[src/verilog/irq_map_regs.svh]
/*
  Register offsets, field positions, reset values and vector numbers
  of the interrupt source and vector map. Assumes an 8-bit register
  address and 16-bit register data.
*/
`ifndef IRQ_MAP_REGS_SVH
`define IRQ_MAP_REGS_SVH

// ==========================================================
// Offsets
`define OFS_SYSTEM_CONTROL 8'h00
`define OFS_PIN_SENSE      8'h01
`define OFS_PIN_ENABLE     8'h02
`define OFS_PIN_STATUS     8'h03
`define OFS_PRIORITY_A     8'h04
`define OFS_PRIORITY_F     8'h09
`define OFS_CURRENT        8'h0A

// ==========================================================
// Fields and reset values
`define NMI_EDGE_BIT       3
`define PRIO_HI_MSB        6
`define PRIO_LO_MSB        2
`define PRIORITY_RESET     8'h77
`define SENSE_RESET        16'h0000
`define ENABLE_RESET       8'h00
`define SENSE_LOW          2'h0
`define SENSE_FALL         2'h1
`define SENSE_RISE         2'h2
`define SENSE_BOTH         2'h3

// ==========================================================
// Vector numbers and edge pin level
`define VEC_NMI            7'h07
`define VEC_PIN_BASE       7'h10
`define VEC_XFER_END       7'h18
`define VEC_WATCHDOG       7'h19
`define VEC_CONV_END       7'h1C
`define VEC_TIMER0_BASE    7'h20
`define NMI_LEVEL          4'h8

`endif

[src/verilog/irq_map_pkg.sv]
/*
  Shared types of the interrupt source and vector map.
  Assumes nothing of its surroundings.
*/
package irq_map_pkg;
  typedef logic [2:0]  level_type;
  typedef logic [6:0]  vector_type;
  typedef logic [15:0] word_type;
  typedef logic [7:0]  addr_type;
endpackage : irq_map_pkg

[src/verilog/pin_event_if.sv]
/*
  Carrier between the register side and the request pin detector.
  Assumes both ends run on mclk.
*/
`timescale 1ns/1ps
interface pin_event_if;
  logic [7:0]  level;
  logic [15:0] sense;
  logic [7:0]  clear;
  logic [7:0]  flag;
  modport detect  (input sense, input clear, output level, output flag);
  modport control (output sense, output clear, input level, input flag);
endinterface : pin_event_if

[src/verilog/interrupt_source_vector_map.sv]
/*
  Interrupt source front end with vector and priority mapping:
  one edge pin, eight sensed request pins, peripheral requests,
  register port and arbitration toward the CPU.
  Assumes one 20 MHz clock, a synchronous reset and a CPU that
  pulses an acknowledge for the vector it takes.
*/
// The placing of the registers and the address-and-strobe port were left to the implementer.
// Function
// - Nine external sources and eight peripheral sources (inputs 7..0 of the 43) are taken in.
// - Only the edge pin and pins 2..0 can wake from standby.
// - The edge pin wins over all and ignores the CPU mask.
// - An edge-select bit picks rising or falling edge of that pin.
// - The edge pin uses vector 7.
// - Each request pin has its own sense setting.
// - Each request pin has an enable; disabled ones are not forwarded.
// - Pin and peripheral levels come from the priority fields.
// - Each request pin has a pending flag that software may clear.
// - Request pin n uses vector 16 plus n.
// - Detection works whatever the pin direction is.
// - A peripheral requests only when its flag and enable are 1.
// - Transfer-controller activation leaves mask and control mode alone.
// - Lower vector number wins under default priorities.
// - Equal levels are decided by fixed vector order.
// - Vector address is twice or four times the vector number.
// - Transfer end uses vector 24, level from third register bits 2..0.
// - Conversion end uses vector 28, level from fifth register bits 2..0.
// - Timer 0 sources use vectors 32..36, sixth register bits 6..4.
// - Each pin and peripheral level runs from 0 lowest to 7 highest.
// - A winner is requested only above the CPU mask level.
// - Sense code BA: 00 low, 01 fall, 10 rise, 11 both.
// - A flag clears by reading 1 then writing 0; writing 1 does nothing.
`timescale 1ns/1ps
`include "irq_map_regs.svh"
module interrupt_source_vector_map (
  // Clock and reset
  input  wire logic                  mclk,
  input  wire logic                  reset,
  // Register port
  input  wire irq_map_pkg::addr_type reg_addr,
  input  wire irq_map_pkg::word_type reg_wdata,
  input  wire logic                  reg_write,
  input  wire logic                  reg_read,
  output irq_map_pkg::word_type      reg_rdata,
  // Pins
  input  wire logic                  nmi_pin,
  input  wire logic [7:0]            request_pin_n,
  // Peripheral sources
  input  wire logic [42:0]           periph_flag,
  input  wire logic [42:0]           periph_enable,
  // CPU side
  input  wire irq_map_pkg::level_type cpu_mask_level,
  input  wire logic                  advanced_mode,
  input  wire logic                  cpu_ack,
  input  wire logic                  xfer_ack,
  output logic                       cpu_request,
  output irq_map_pkg::vector_type    cpu_vector,
  output logic [3:0]                 cpu_level,
  output irq_map_pkg::word_type      vector_address,
  // Standby
  output logic                       wake_request
);
  import irq_map_pkg::*;

  localparam int NSRC = 17;

  // ========================================================
  // Storage
  logic          nmi_edge_r;
  logic [15:0]   sense_r;
  logic [7:0]    enable_r;
  logic [7:0]    armed_r;
  logic [7:0]    prio_r [0:5];
  word_type      rdata_r;
  logic          nmi_meta_r;
  logic          nmi_sync_r;
  logic          nmi_prev_r;
  logic          nmi_flag_r;
  logic          request_r;
  vector_type    vector_r;
  logic [3:0]    level_r;
  word_type      address_r;
  logic          wake_r;

  pin_event_if pin_ev ();

  // ========================================================
  // Request pin detector
  pin_request_detect u_detect (
    .mclk          (mclk),
    .reset         (reset),
    .request_pin_n (request_pin_n),
    .ev            (pin_ev.detect)
  );

  // ========================================================
  // Helpers
  function automatic level_type field_of(input logic [7:0] r,
                                         input logic hi);
    field_of = hi ? r[`PRIO_HI_MSB -: 3] : r[`PRIO_LO_MSB -: 3];
  endfunction : field_of

  function automatic vector_type vec_of(input int i);
    if (i == 0)
      vec_of = `VEC_NMI;
    else if (i <= 8)
      vec_of = `VEC_PIN_BASE + 7'(i - 1);
    else if (i == 9)
      vec_of = `VEC_XFER_END;
    else if (i == 10)
      vec_of = `VEC_WATCHDOG;
    else if (i == 11)
      vec_of = `VEC_CONV_END;
    else
      vec_of = `VEC_TIMER0_BASE + 7'(i - 12);
  endfunction : vec_of

  // ========================================================
  // Register decode
  wire hit_sys    = reg_addr == `OFS_SYSTEM_CONTROL;
  wire hit_sense  = reg_addr == `OFS_PIN_SENSE;
  wire hit_enable = reg_addr == `OFS_PIN_ENABLE;
  wire hit_status = reg_addr == `OFS_PIN_STATUS;
  wire hit_cur    = reg_addr == `OFS_CURRENT;
  wire hit_prio   = reg_addr >= `OFS_PRIORITY_A &&
                    reg_addr <= `OFS_PRIORITY_F;
  wire [2:0] prio_idx = 3'(reg_addr - `OFS_PRIORITY_A);

  wire [7:0] pin_flag  = pin_ev.flag;
  wire [7:0] pin_level = pin_ev.level;

  // Software clear needs an earlier read of 1
  wire [7:0] sw_clear = (reg_write && hit_status) ?
                        armed_r & ~reg_wdata[7:0] : 8'h00;

  word_type read_mux;
  assign read_mux =
    hit_sys    ? 16'({nmi_edge_r, 3'h0}) :
    hit_sense  ? sense_r :
    hit_enable ? {8'h00, enable_r} :
    hit_status ? {8'h00, pin_flag} :
    hit_prio   ? {8'h00, prio_r[prio_idx]} :
    hit_cur    ? {request_r, 4'h0, level_r, vector_r} :
                 16'h0000;

  // ========================================================
  // Edge pin
  wire nmi_edge = nmi_edge_r ? (~nmi_prev_r & nmi_sync_r)
                             : (nmi_prev_r & ~nmi_sync_r);

  // ========================================================
  // Acknowledge clears
  wire any_ack   = cpu_ack | xfer_ack;
  wire nmi_clear = any_ack && vector_r == `VEC_NMI;

  logic [7:0] ack_clear;
  genvar p;
  generate
    for (p = 0; p < 8; p++) begin : g_ack
      wire is_low = sense_r[2*p+1:2*p] == `SENSE_LOW;
      // Level mode keeps the flag while the pin is still low
      assign ack_clear[p] = any_ack &&
        vector_r == `VEC_PIN_BASE + 7'(p) &&
        (!is_low || pin_level[p]);
    end
  endgenerate

  assign pin_ev.sense = sense_r;
  assign pin_ev.clear = sw_clear | ack_clear;

  // ========================================================
  // Source table, indexed in vector order
  logic [NSRC-1:0] src_req;
  logic [3:0]      src_lvl [0:NSRC-1];
  wire  [42:0]     periph_req = periph_flag & periph_enable;

  assign src_req[0] = nmi_flag_r;
  assign src_lvl[0] = `NMI_LEVEL;

  generate
    for (p = 0; p < 8; p++) begin : g_src_pin
      localparam int RIX = (p < 2) ? 0 : 1 + (p - 2) / 4;
      localparam bit HI  = (p < 2) ? (p == 0) : (((p - 2) / 2) % 2 == 0);
      assign src_req[p+1] = pin_flag[p] & enable_r[p];
      assign src_lvl[p+1] = {1'b0, field_of(prio_r[RIX], HI)};
    end
  endgenerate

  assign src_req[9]  = periph_req[0];
  assign src_lvl[9]  = {1'b0, field_of(prio_r[2], 1'b0)};
  assign src_req[10] = periph_req[1];
  assign src_lvl[10] = {1'b0, field_of(prio_r[3], 1'b1)};
  assign src_req[11] = periph_req[2];
  assign src_lvl[11] = {1'b0, field_of(prio_r[4], 1'b0)};

  generate
    for (p = 0; p < 5; p++) begin : g_src_tmr
      assign src_req[12+p] = periph_req[3+p];
      assign src_lvl[12+p] = {1'b0, field_of(prio_r[5], 1'b1)};
    end
  endgenerate

  // ========================================================
  // Arbitration; only table vectors, or 0 when no source requests, can come out
  logic       win_found;
  logic [3:0] win_lvl;
  vector_type win_vec;

  always_comb begin
    win_found = 1'b0;
    win_lvl   = 4'h0;
    win_vec   = 7'h00;
    for (int i = 0; i < NSRC; i++) begin
      // Strictly greater: an equal level keeps the lower vector
      if (src_req[i] && (!win_found || src_lvl[i] > win_lvl)) begin
        win_found = 1'b1;
        win_lvl   = src_lvl[i];
        win_vec   = vec_of(i);
      end
    end
  end

  // Edge pin level 8 always clears any 3-bit mask
  wire take = win_found && win_lvl > {1'b0, cpu_mask_level};

  wire [15:0] addr_nxt = advanced_mode ? 16'({win_vec, 2'b00})
                                       : 16'({win_vec, 1'b0});

  wire wake_nxt = nmi_flag_r ||
                  |(pin_flag[2:0] & enable_r[2:0]);

  // ========================================================
  // Register writes
  always_ff @(posedge mclk) begin
    if (reset) begin
      nmi_edge_r <= 1'b0;
      sense_r    <= `SENSE_RESET;
      enable_r   <= `ENABLE_RESET;
      for (int i = 0; i < 6; i++) begin
        prio_r[i] <= `PRIORITY_RESET;
      end
    end else if (reg_write) begin
      if (hit_sys) begin
        nmi_edge_r <= reg_wdata[`NMI_EDGE_BIT];
      end
      if (hit_sense) begin
        sense_r <= reg_wdata;
      end
      if (hit_enable) begin
        enable_r <= reg_wdata[7:0];
      end
      if (hit_prio) begin
        prio_r[prio_idx] <= {1'b0, reg_wdata[6:4], 1'b0, reg_wdata[2:0]};
      end
    end
  end

  // ========================================================
  // Read data and clear arming
  always_ff @(posedge mclk) begin
    if (reset) begin
      rdata_r <= 16'h0000;
      armed_r <= 8'h00;
    end else begin
      rdata_r <= reg_read ? read_mux : 16'h0000;
      if (reg_read && hit_status) begin
        armed_r <= (armed_r | pin_flag) & ~sw_clear;
      end else begin
        armed_r <= armed_r & pin_flag & ~sw_clear;
      end
    end
  end

  // ========================================================
  // Edge pin sync and flag
  always_ff @(posedge mclk) begin
    if (reset) begin
      nmi_meta_r <= 1'b1;
      nmi_sync_r <= 1'b1;
      nmi_prev_r <= 1'b1;
      nmi_flag_r <= 1'b0;
    end else begin
      nmi_meta_r <= nmi_pin;
      nmi_sync_r <= nmi_meta_r;
      nmi_prev_r <= nmi_sync_r;
      nmi_flag_r <= (nmi_flag_r & ~nmi_clear) | nmi_edge;
    end
  end

  // ========================================================
  // CPU side outputs
  always_ff @(posedge mclk) begin
    if (reset) begin
      request_r <= 1'b0;
      vector_r  <= 7'h00;
      level_r   <= 4'h0;
      address_r <= 16'h0000;
      wake_r    <= 1'b0;
    end else begin
      request_r <= take;
      vector_r  <= win_vec;
      level_r   <= win_lvl;
      address_r <= addr_nxt;
      wake_r    <= wake_nxt;
    end
  end

  assign reg_rdata      = rdata_r;
  assign cpu_request    = request_r;
  assign cpu_vector     = vector_r;
  assign cpu_level      = level_r;
  assign vector_address = address_r;
  assign wake_request   = wake_r;
endmodule : interrupt_source_vector_map

[src/verilog/pin_request_detect.sv]
/*
  Synchronises the eight request pins, detects level or edges as
  each pin's sense field selects, and holds the pending flags.
  Assumes asynchronous pins, idle high.
*/
`timescale 1ns/1ps
`include "irq_map_regs.svh"
module pin_request_detect (
  // Clock and reset
  input wire logic       mclk,
  input wire logic       reset,
  // Pins, active low
  input wire logic [7:0] request_pin_n,
  // Register side
  pin_event_if.detect    ev
);
  import irq_map_pkg::*;

  logic [7:0] meta_r;
  logic [7:0] sync_r;
  logic [7:0] prev_r;
  logic [7:0] flag_r;
  logic [7:0] flag_nxt;
  wire  [7:0] set_w;

  // ========================================================
  // Sense decode; pin direction is never looked at
  genvar n;
  generate
    for (n = 0; n < 8; n++) begin : g_pin
      wire [1:0] mode_w = ev.sense[2*n+1:2*n];
      assign set_w[n] =
        (mode_w == `SENSE_LOW)  ? ~sync_r[n] :
        (mode_w == `SENSE_FALL) ? prev_r[n] & ~sync_r[n] :
        (mode_w == `SENSE_RISE) ? ~prev_r[n] & sync_r[n] :
                                  prev_r[n] ^ sync_r[n];
    end
  endgenerate

  // A new request beats a clear in the same cycle
  assign flag_nxt = (flag_r & ~ev.clear) | set_w;
  assign ev.level = sync_r;
  assign ev.flag  = flag_r;

  // ========================================================
  // Flops
  always_ff @(posedge mclk) begin
    if (reset) begin
      meta_r <= 8'hFF;
      sync_r <= 8'hFF;
      prev_r <= 8'hFF;
      flag_r <= 8'h00;
    end else begin
      meta_r <= request_pin_n;
      sync_r <= meta_r;
      prev_r <= sync_r;
      flag_r <= flag_nxt;
    end
  end
endmodule : pin_request_detect

[config.mk]
export PLATFORM = sky130hd
export DESIGN_NAME = interrupt_source_vector_map
export DESIGN_NICKNAME = d
export VERILOG_FILES = /design/src/verilog/irq_map_pkg.sv /design/src/verilog/pin_event_if.sv /design/src/verilog/interrupt_source_vector_map.sv /design/src/verilog/pin_request_detect.sv
export VERILOG_INCLUDE_DIRS = /design/src /design/src/verilog
export SDC_FILE = /design/constraint.sdc
export NUM_CORES = 1
export LEC_CHECK = 0
export ABC_AREA = 1
export BUFFER_PORTS_ARGS = -buffer_cell sky130_fd_sc_hd__buf_2
export CORE_MARGIN = 1
export CORE_UTILIZATION = 40
export CTS_CLUSTER_SIZE = 40
export DETAILED_ROUTE_END_ITERATION = 10
export PLACE_DENSITY = 0.71
export RECOVER_POWER = 25
export SYNTH_ARGS = -nofsm -noshare
export SYNTH_HDL_FRONTEND = slang
export SYNTH_HIERARCHICAL = 1
export SYNTH_SLANG_ARGS = --single-unit
[constraint.sdc]
create_clock -name mclk -period 18.7 [get_ports mclk]
set_input_delay 0.935 -clock mclk [delete_from_list [all_inputs] [get_ports mclk]]
set_output_delay 0.935 -clock mclk [all_outputs]
set_load 0.01 [all_outputs]
======== After elaboration in Yosys (flattened, before gate mapping) ========
Memories as Yosys holds them, arrays and structs flattened.
Index checks and enable logic that the tools add are counted.
operators by class
  add/subtract/negate cells ............... 1
  $lt $le $gt $ge ......................... 19
  equal/unequal tests ..................... 29
  multiplexer cells ....................... 94
  bitwise operators ....................... 71
  reductions and logical operators ........ 104
operators by type and width
  kind                number
  $mux 7              16
  $mux 16             5
  $mux 4              18
  $gt 3x4->1          16
  $eq 7x5->1 const B  8
  $mux 1              49
  $and 8x8->8         6
  $logic_and 1x1->1   37
  $and 1x1->1         27
  $logic_or 1x1->1    25
  $logic_not 1->1     24
  $mux 8              3
  $not 8->8           3
  $or 8x8->8          3
  $not 1->1           21
  $eq 2x1->1 const B  8
  $eq 2x2->1 const B  8
  $eq 8x2->1 const B  2
  $logic_not 2->1     8
  $eq 8x1->1 const B  1
  $eq 8x4->1 const B  1
  $ge 8x3->1 const B  1
  $le 8x4->1 const B  1
  $logic_not 8->1     1
  12 further kinds    26
word-level totals
  register bits after elaboration ......... 114
  RAM bits ................................ 36
  logic and storage cells ................. 340
  memories ................................ 1
memories
  memory  words  bits a word  rd ports  clocked after Yosys merged registers in  write ports  line                               source
  prio_r  6      6            7         0                                        6            interrupt_source_vector_map.sv:73  logic [7:0] prio_r [0:5];

======== Logic depth before layout (Yosys ltp) ========
  depth in word-level cells ............... 67
  gate-level depth with buffers ........... 156
  depth with buffers taken out ............ 156

======== Modules after synthesis ========
Netlist, hierarchy kept.
modules (own cells, without submodules)
  module                       times used  cells an instance  area an instance (µm²)
  interrupt_source_vector_map  1           945                7198.2
  pin_request_detect           1           203                1521.5

======== Worst setup path before layout ========
No wires, ideal clock.
  path type ............................... reg-to-reg
  start point ............................. reg u_detect.flag_r[0] (netlist: u_detect/ev.flag[0])
  end point ............................... reg request_r (netlist: cpu_request)
  setup time .............................. 0.116 ns
  data arrival time ....................... 16.811 ns
  data required time ...................... 18.584 ns
  slack ................................... 1.773 ns
  cell stages (with the launch flop) ...... 149
  path buffers ............................ 0
  clock period less this slack ............ 16.927 ns
  cell sequence ........................... dfxtp_1 nand2_1 nor2_1 inv_1 nor2_1 ha_1 nand3_1 nand2_1 inv_1 nand2_1 nand2_1 nand2_1 nand2_1 nand2_1 ha_1 inv_1 nor2_1 o21ai_0 [... 113 more ...] and2_1 ha_1 inv_1 nor2_1 o21a_1 o211ai_1 a21oi_4 inv_2 nand3_1 nand2_1 inv_1 ha_1 inv_1 o21bai_1 a21oi_1 a31oi_1 o211ai_1 inv_1
between the ends
  word-level cells in the longest chain between the ends .. 65
RTL lines
  item                                                  line                                source
  start: declaration                                    pin_request_detect.sv:22            logic [7:0] flag_r;
  start signal: assignment                              pin_request_detect.sv:57            flag_r <= flag_nxt;
  $and 1x1->1 *                                         interrupt_source_vector_map.sv:184  assign src_req[p+1] = pin_flag[p] & enable_r[p];
  $logic_and 1x1->1 *                                   interrupt_source_vector_map.sv:215  if (src_req[i] && (!win_found || src_lvl[i] > win_lvl)) begin
  $mux 4 / $mux 1 (equally long branches)               interrupt_source_vector_map.sv:215
  $gt 3x4->1 / $logic_not 1->1 (equally long branches)  interrupt_source_vector_map.sv:215
  $logic_or 1x1->1                                      interrupt_source_vector_map.sv:215
  $logic_and 1x1->1                                     interrupt_source_vector_map.sv:215
  $mux 4 / $mux 1 (equally long branches)               interrupt_source_vector_map.sv:215
  $gt 3x4->1 / $logic_not 1->1 (equally long branches)  interrupt_source_vector_map.sv:215
  [... 50 more ...]                                     -
  $mux 4 / $mux 1 (equally long branches)               interrupt_source_vector_map.sv:215
  $gt 3x4->1 / $logic_not 1->1 (equally long branches)  interrupt_source_vector_map.sv:215
  $logic_or 1x1->1                                      interrupt_source_vector_map.sv:215
  $logic_and 1x1->1                                     interrupt_source_vector_map.sv:215
  $mux 4 *                                              interrupt_source_vector_map.sv:215
  named net win_lvl[1]                                  interrupt_source_vector_map.sv:206  logic [3:0] win_lvl;
  $gt 4x3->1 *                                          interrupt_source_vector_map.sv:224  wire take = win_found && win_lvl > {1'b0, cpu_mask_level};
  $logic_and 1x1->1 *                                   interrupt_source_vector_map.sv:224
  end signal: assignment                                interrupt_source_vector_map.sv:300  request_r <= take;
  end: declaration                                      interrupt_source_vector_map.sv:79   logic request_r;
Mark *: on every way through the listed nets, which the timed path passes. The rest lies on a longest branch.
A chain may end at the register's enable or synchronous reset.

======== Final worst setup path ========
  start point ............................. reg enable_r[0]
  end point ............................... reg request_r (netlist: cpu_request)
between the ends
  word-level cells in the longest chain between the ends .. 65
RTL lines
  item                                                  line                                source
  start: declaration                                    interrupt_source_vector_map.sv:71   logic [7:0] enable_r;
  start signal: assignment                              interrupt_source_vector_map.sv:238  enable_r <= `ENABLE_RESET;
  start signal: assignment                              interrupt_source_vector_map.sv:250  enable_r <= reg_wdata[7:0];
  $and 1x1->1 *                                         interrupt_source_vector_map.sv:184
  $logic_and 1x1->1 *                                   interrupt_source_vector_map.sv:215
  $mux 4 / $mux 1 (equally long branches)               interrupt_source_vector_map.sv:215
  $gt 3x4->1 / $logic_not 1->1 (equally long branches)  interrupt_source_vector_map.sv:215
  $logic_or 1x1->1                                      interrupt_source_vector_map.sv:215
  $logic_and 1x1->1                                     interrupt_source_vector_map.sv:215
  $mux 4 / $mux 1 (equally long branches)               interrupt_source_vector_map.sv:215
  $gt 3x4->1 / $logic_not 1->1 (equally long branches)  interrupt_source_vector_map.sv:215
  [... 50 more ...]                                     -
  $mux 4 / $mux 1 (equally long branches)               interrupt_source_vector_map.sv:215
  $gt 3x4->1 / $logic_not 1->1 (equally long branches)  interrupt_source_vector_map.sv:215
  $logic_or 1x1->1                                      interrupt_source_vector_map.sv:215
  $logic_and 1x1->1                                     interrupt_source_vector_map.sv:215
  $mux 4 *                                              interrupt_source_vector_map.sv:215
  named net win_lvl[1]                                  interrupt_source_vector_map.sv:206
  $gt 4x3->1 *                                          interrupt_source_vector_map.sv:224
  $logic_and 1x1->1 *                                   interrupt_source_vector_map.sv:224
Marks and branches as above.

==> out/qor.yml <==
finish:
  insertedDiodeCount: 0
  design_area_um2: 10800
  drive_gt1_share_pct: 21.4
  layout.cells.non_filler: 1578
  syn_to_final_growth_pct: 23.9
  multi_input_area_um2: 4940
  n_fill_cell: 2011
  nets: 1483
  register_area_um2: 3530
global_routing:
  antenna_found_initial: 0
  grt_pass1_wl_um: 36900
  grt_pass1_vias: 7375
  grt_max_degree: 44
  grt_usage_pct: 21.5
  grt_remaining_overflow: 0
worst_setup_path:
  path_class: "flip-flop to flip-flop"
  cp_slowest_stage_delay_ps: 360
  crit_path_end_kind: "flip-flop"
  path_max_fanout: 7
  path_buf_inv: 30
  r2r_cells: 150
  crit_arrival_ps: 17850
  r2r_start: "enable_r[0]"
  cpMaxStageDelayCell: "dfxtp_2"
  r2r_slack_ps: 1160
  timing.rr.end: "cpu_request"
  required_ps: 19020
  path_common_cell: "nand2_1"
  crit_family: "simple AND/OR/NAND/NOR gates"
  startpoint_type: "flip-flop"
hold_path:
  min_to: "u_detect/ev.level[4]"
  min_path_cells: 1
  worstHoldStart: "u_detect/meta_r[4]"
  min_path_type: "flip-flop to flip-flop"
detailed_routing:
  via_count: 8229
  drt-initial-drc-count: 707
  firstDrtPassIters: 5
  wire_per_inst_um: 15.6
  routed_wl_um: 24700
  viasPerCell: 5.21
  ant_nets: 0
  drc: 0
placement:
  place_area_um2: 9570
  gp_congestion: 0.929
  portBuffers: 93
  dp.cells: 1525
  dp_hpwl_um: 18000
die:
  start_util_pct: 41.1
  num_rows: 53
  dieWidth_um: 150
  ioPinCount: 174
  dieArea_um2: 22400
  die_height_um: 150
  core_area_um2: 21200
job:
  cap_violations: 2
pwr:
  p_per_area_nw_per_um2: 80.4
  leakagePower_nw: 4.87
  peakVddDrop_mv: 0.0629
clock_network:
  cts-buffers-inserted: 17
  cts_tree: "done"
  clk_latency_ps: 430
  clk_pin_slew_worst_paths_ps: 70
  cts_hold_buf: 0
  cts-root-buf: "clkbuf_16"
  cts_buffer_depth: 2
  clkSinkCount: 152
  htree_num_levels: 4
status:
  violations: "max-capacitance violations, max-slew violations"
  outcome: "finished, violations left"
sta:
  worst_clock_skew_ps: 13.7
  tightest_slew_ps: 1910
  clock.fmax_mhz: 57.0
  slew_headroom_pct: -27.4
  fin_crit_sh_pct: 93.8
  period_needed_ps: 17540
  finalSetupViolCount: 0
  hold_viol_final: 0
  slew_viol_final: 79
yosys:
  synth-main-ff-cell: "dfxtp_1"
  syn-cell-area_um2: 8720
  yosysMostFrequentCell: "nand2_1"
  ys_warn_count: 6
  synth_top_area_share_pct: 23.9
  synthTopCellsByCount: "260 x nand2_1, 166 x inv_1, 116 x nand3_1, 104 x dfxtp_1"
  synthArstFlopShare_pct: 0
  synth_cells: 1148
  synth_cell_types: 49
  yosysTopAreaCell: "dfxtp_1"
  synth_edf_count: 48
  ys_seq_elements: 152
  seq_area_frac_synth_pct: 40.4
  synth_area_leaders: "dfxtp_1 24%, edfxtp_1 17%, nand2_1 11%"
  avgSynthCellArea_um2: 7.60
## worst register-to-register path: cells and delay by family (launching register included)
family	cells	cell delay [ps]
AOI/OAI and AO/OA	27	3730
DFF	1	360
buffers and inverters	30	2360
and+or+nand+nor	77	6960
adders and majority gates	16	4010
## power breakdown
group / internal, mW / switching (mW) / total [mW]
Combinational: 0.0645 / 0.0939 / 0.158
Sequential: 0.355 / 0.0154 / 0.371
Clock: 0.195 / 0.145 / 0.340
## what timing repair did
item / in CTS / in global routing
endpoints found under the setup margin: 1 / 17
resized for setup: 2 / 123
buffers inserted: 0 / 21
pin swaps: 2 / 47
## layer usage
layer / track usage [%] / vias up / share of wire [%]
met3: 3.60 / 57 / 7.2
met1: 27.6 / 3772 / 42
met4: 9.64 / 0 / 3.1
met5: 0 / - / 0
li1: - / 4069 / -
met2: 35.1 / 331 / 47
## sequential cells by signal, indices dropped and copies added (netlist names), 6 cells and up
| signal | count |
|---|---|
| u_detect/ev.level | 8 |
| u_detect/prev_r | 8 |
| reg_rdata | 16 |
| u_detect/meta_r | 8 |
| pin_ev.sense | 16 |
| prio_r | 48 |
| enable_r | 8 |
| armed_r | 8 |
| cpu_vector | 6 |
| u_detect/ev.flag | 8 |
| vector_address | 7 |
## layout by cell type (no fill, tap or decap), types with 9 or more instances in the layout
cell	netlist	final
nand2_2	5	31
ha_1	64	46
and2_1	21	17
inv_1	166	156
ha_4	0	18
dfxtp_1	104	102
edfxtp_1	48	48
nand3_1	116	95
buf_4	10	35
o22ai_1	15	15
clkbuf_1	14	29
a22oi_1	9	9
nand2_1	260	230
buf_2	1	67
o21ai_1	2	12
nor3_1	12	12
or2_1	10	10
nor2_4	7	9
a21oi_1	55	49
nand3_2	1	21
inv_2	13	21
o21ai_0	59	46
conb_1	1	22
o211ai_1	14	14
nor2_1	64	61
clkbuf_16	0	18
## worst max path at each step
stage | startpoint | endpoint | slack, ps | cells past startpoint
finish | enable_r[0] | cpu_request | 1160 | 150
global route | enable_r[0] | cpu_request | -250 | 153
detailed placement | u_detect/ev.flag[0] | cpu_request | -60 | 150
floorplan | u_detect/ev.flag[0] | cpu_request | 1770 | 148
CTS | enable_r[0] | cpu_request | 20 | 149
global placement | u_detect/ev.flag[0] | cpu_request | 270 | 149
## logic make-up (layout without fill, tap and decap cells)
group                    count (synthesis)  in the layout  synth area share [%]
adder cells (fa/ha/maj)                 64             64                  9.18
flip-flops                             152            152                  40.4
AND/OR/NAND/NOR                        530            530                  27.6
other                                    1             22                0.0430
AO/OA/AOI/OAI                          186            186                  13.0
buffers and inverters                  215            349                  9.81
## stage by stage
stage	power, mW	TNS, ps	utilization [%]	worst slack [ps]	hold WS, ps
finish	0.869	0	50.9	1160	402
global route	0.908	-253	50.9	-253	420
CTS	0.846	0	47.9	20.9	404
detailed placement	0.509	-60.0	45.1	-60.0	393
global placement	0.505	0	45.1	268	387
floorplan	0.462	0	-	1770	383
## cell type report
type	count	share of cell area [%]
clock buffer	20	4.24
clock inverter	12	1.17
inverter	188	6.60
multi-input combinational	802	45.7
sequential	152	32.6
tap	275	3.19
timing repair buffer	129	6.47
(Power assumes the default switching activity.)
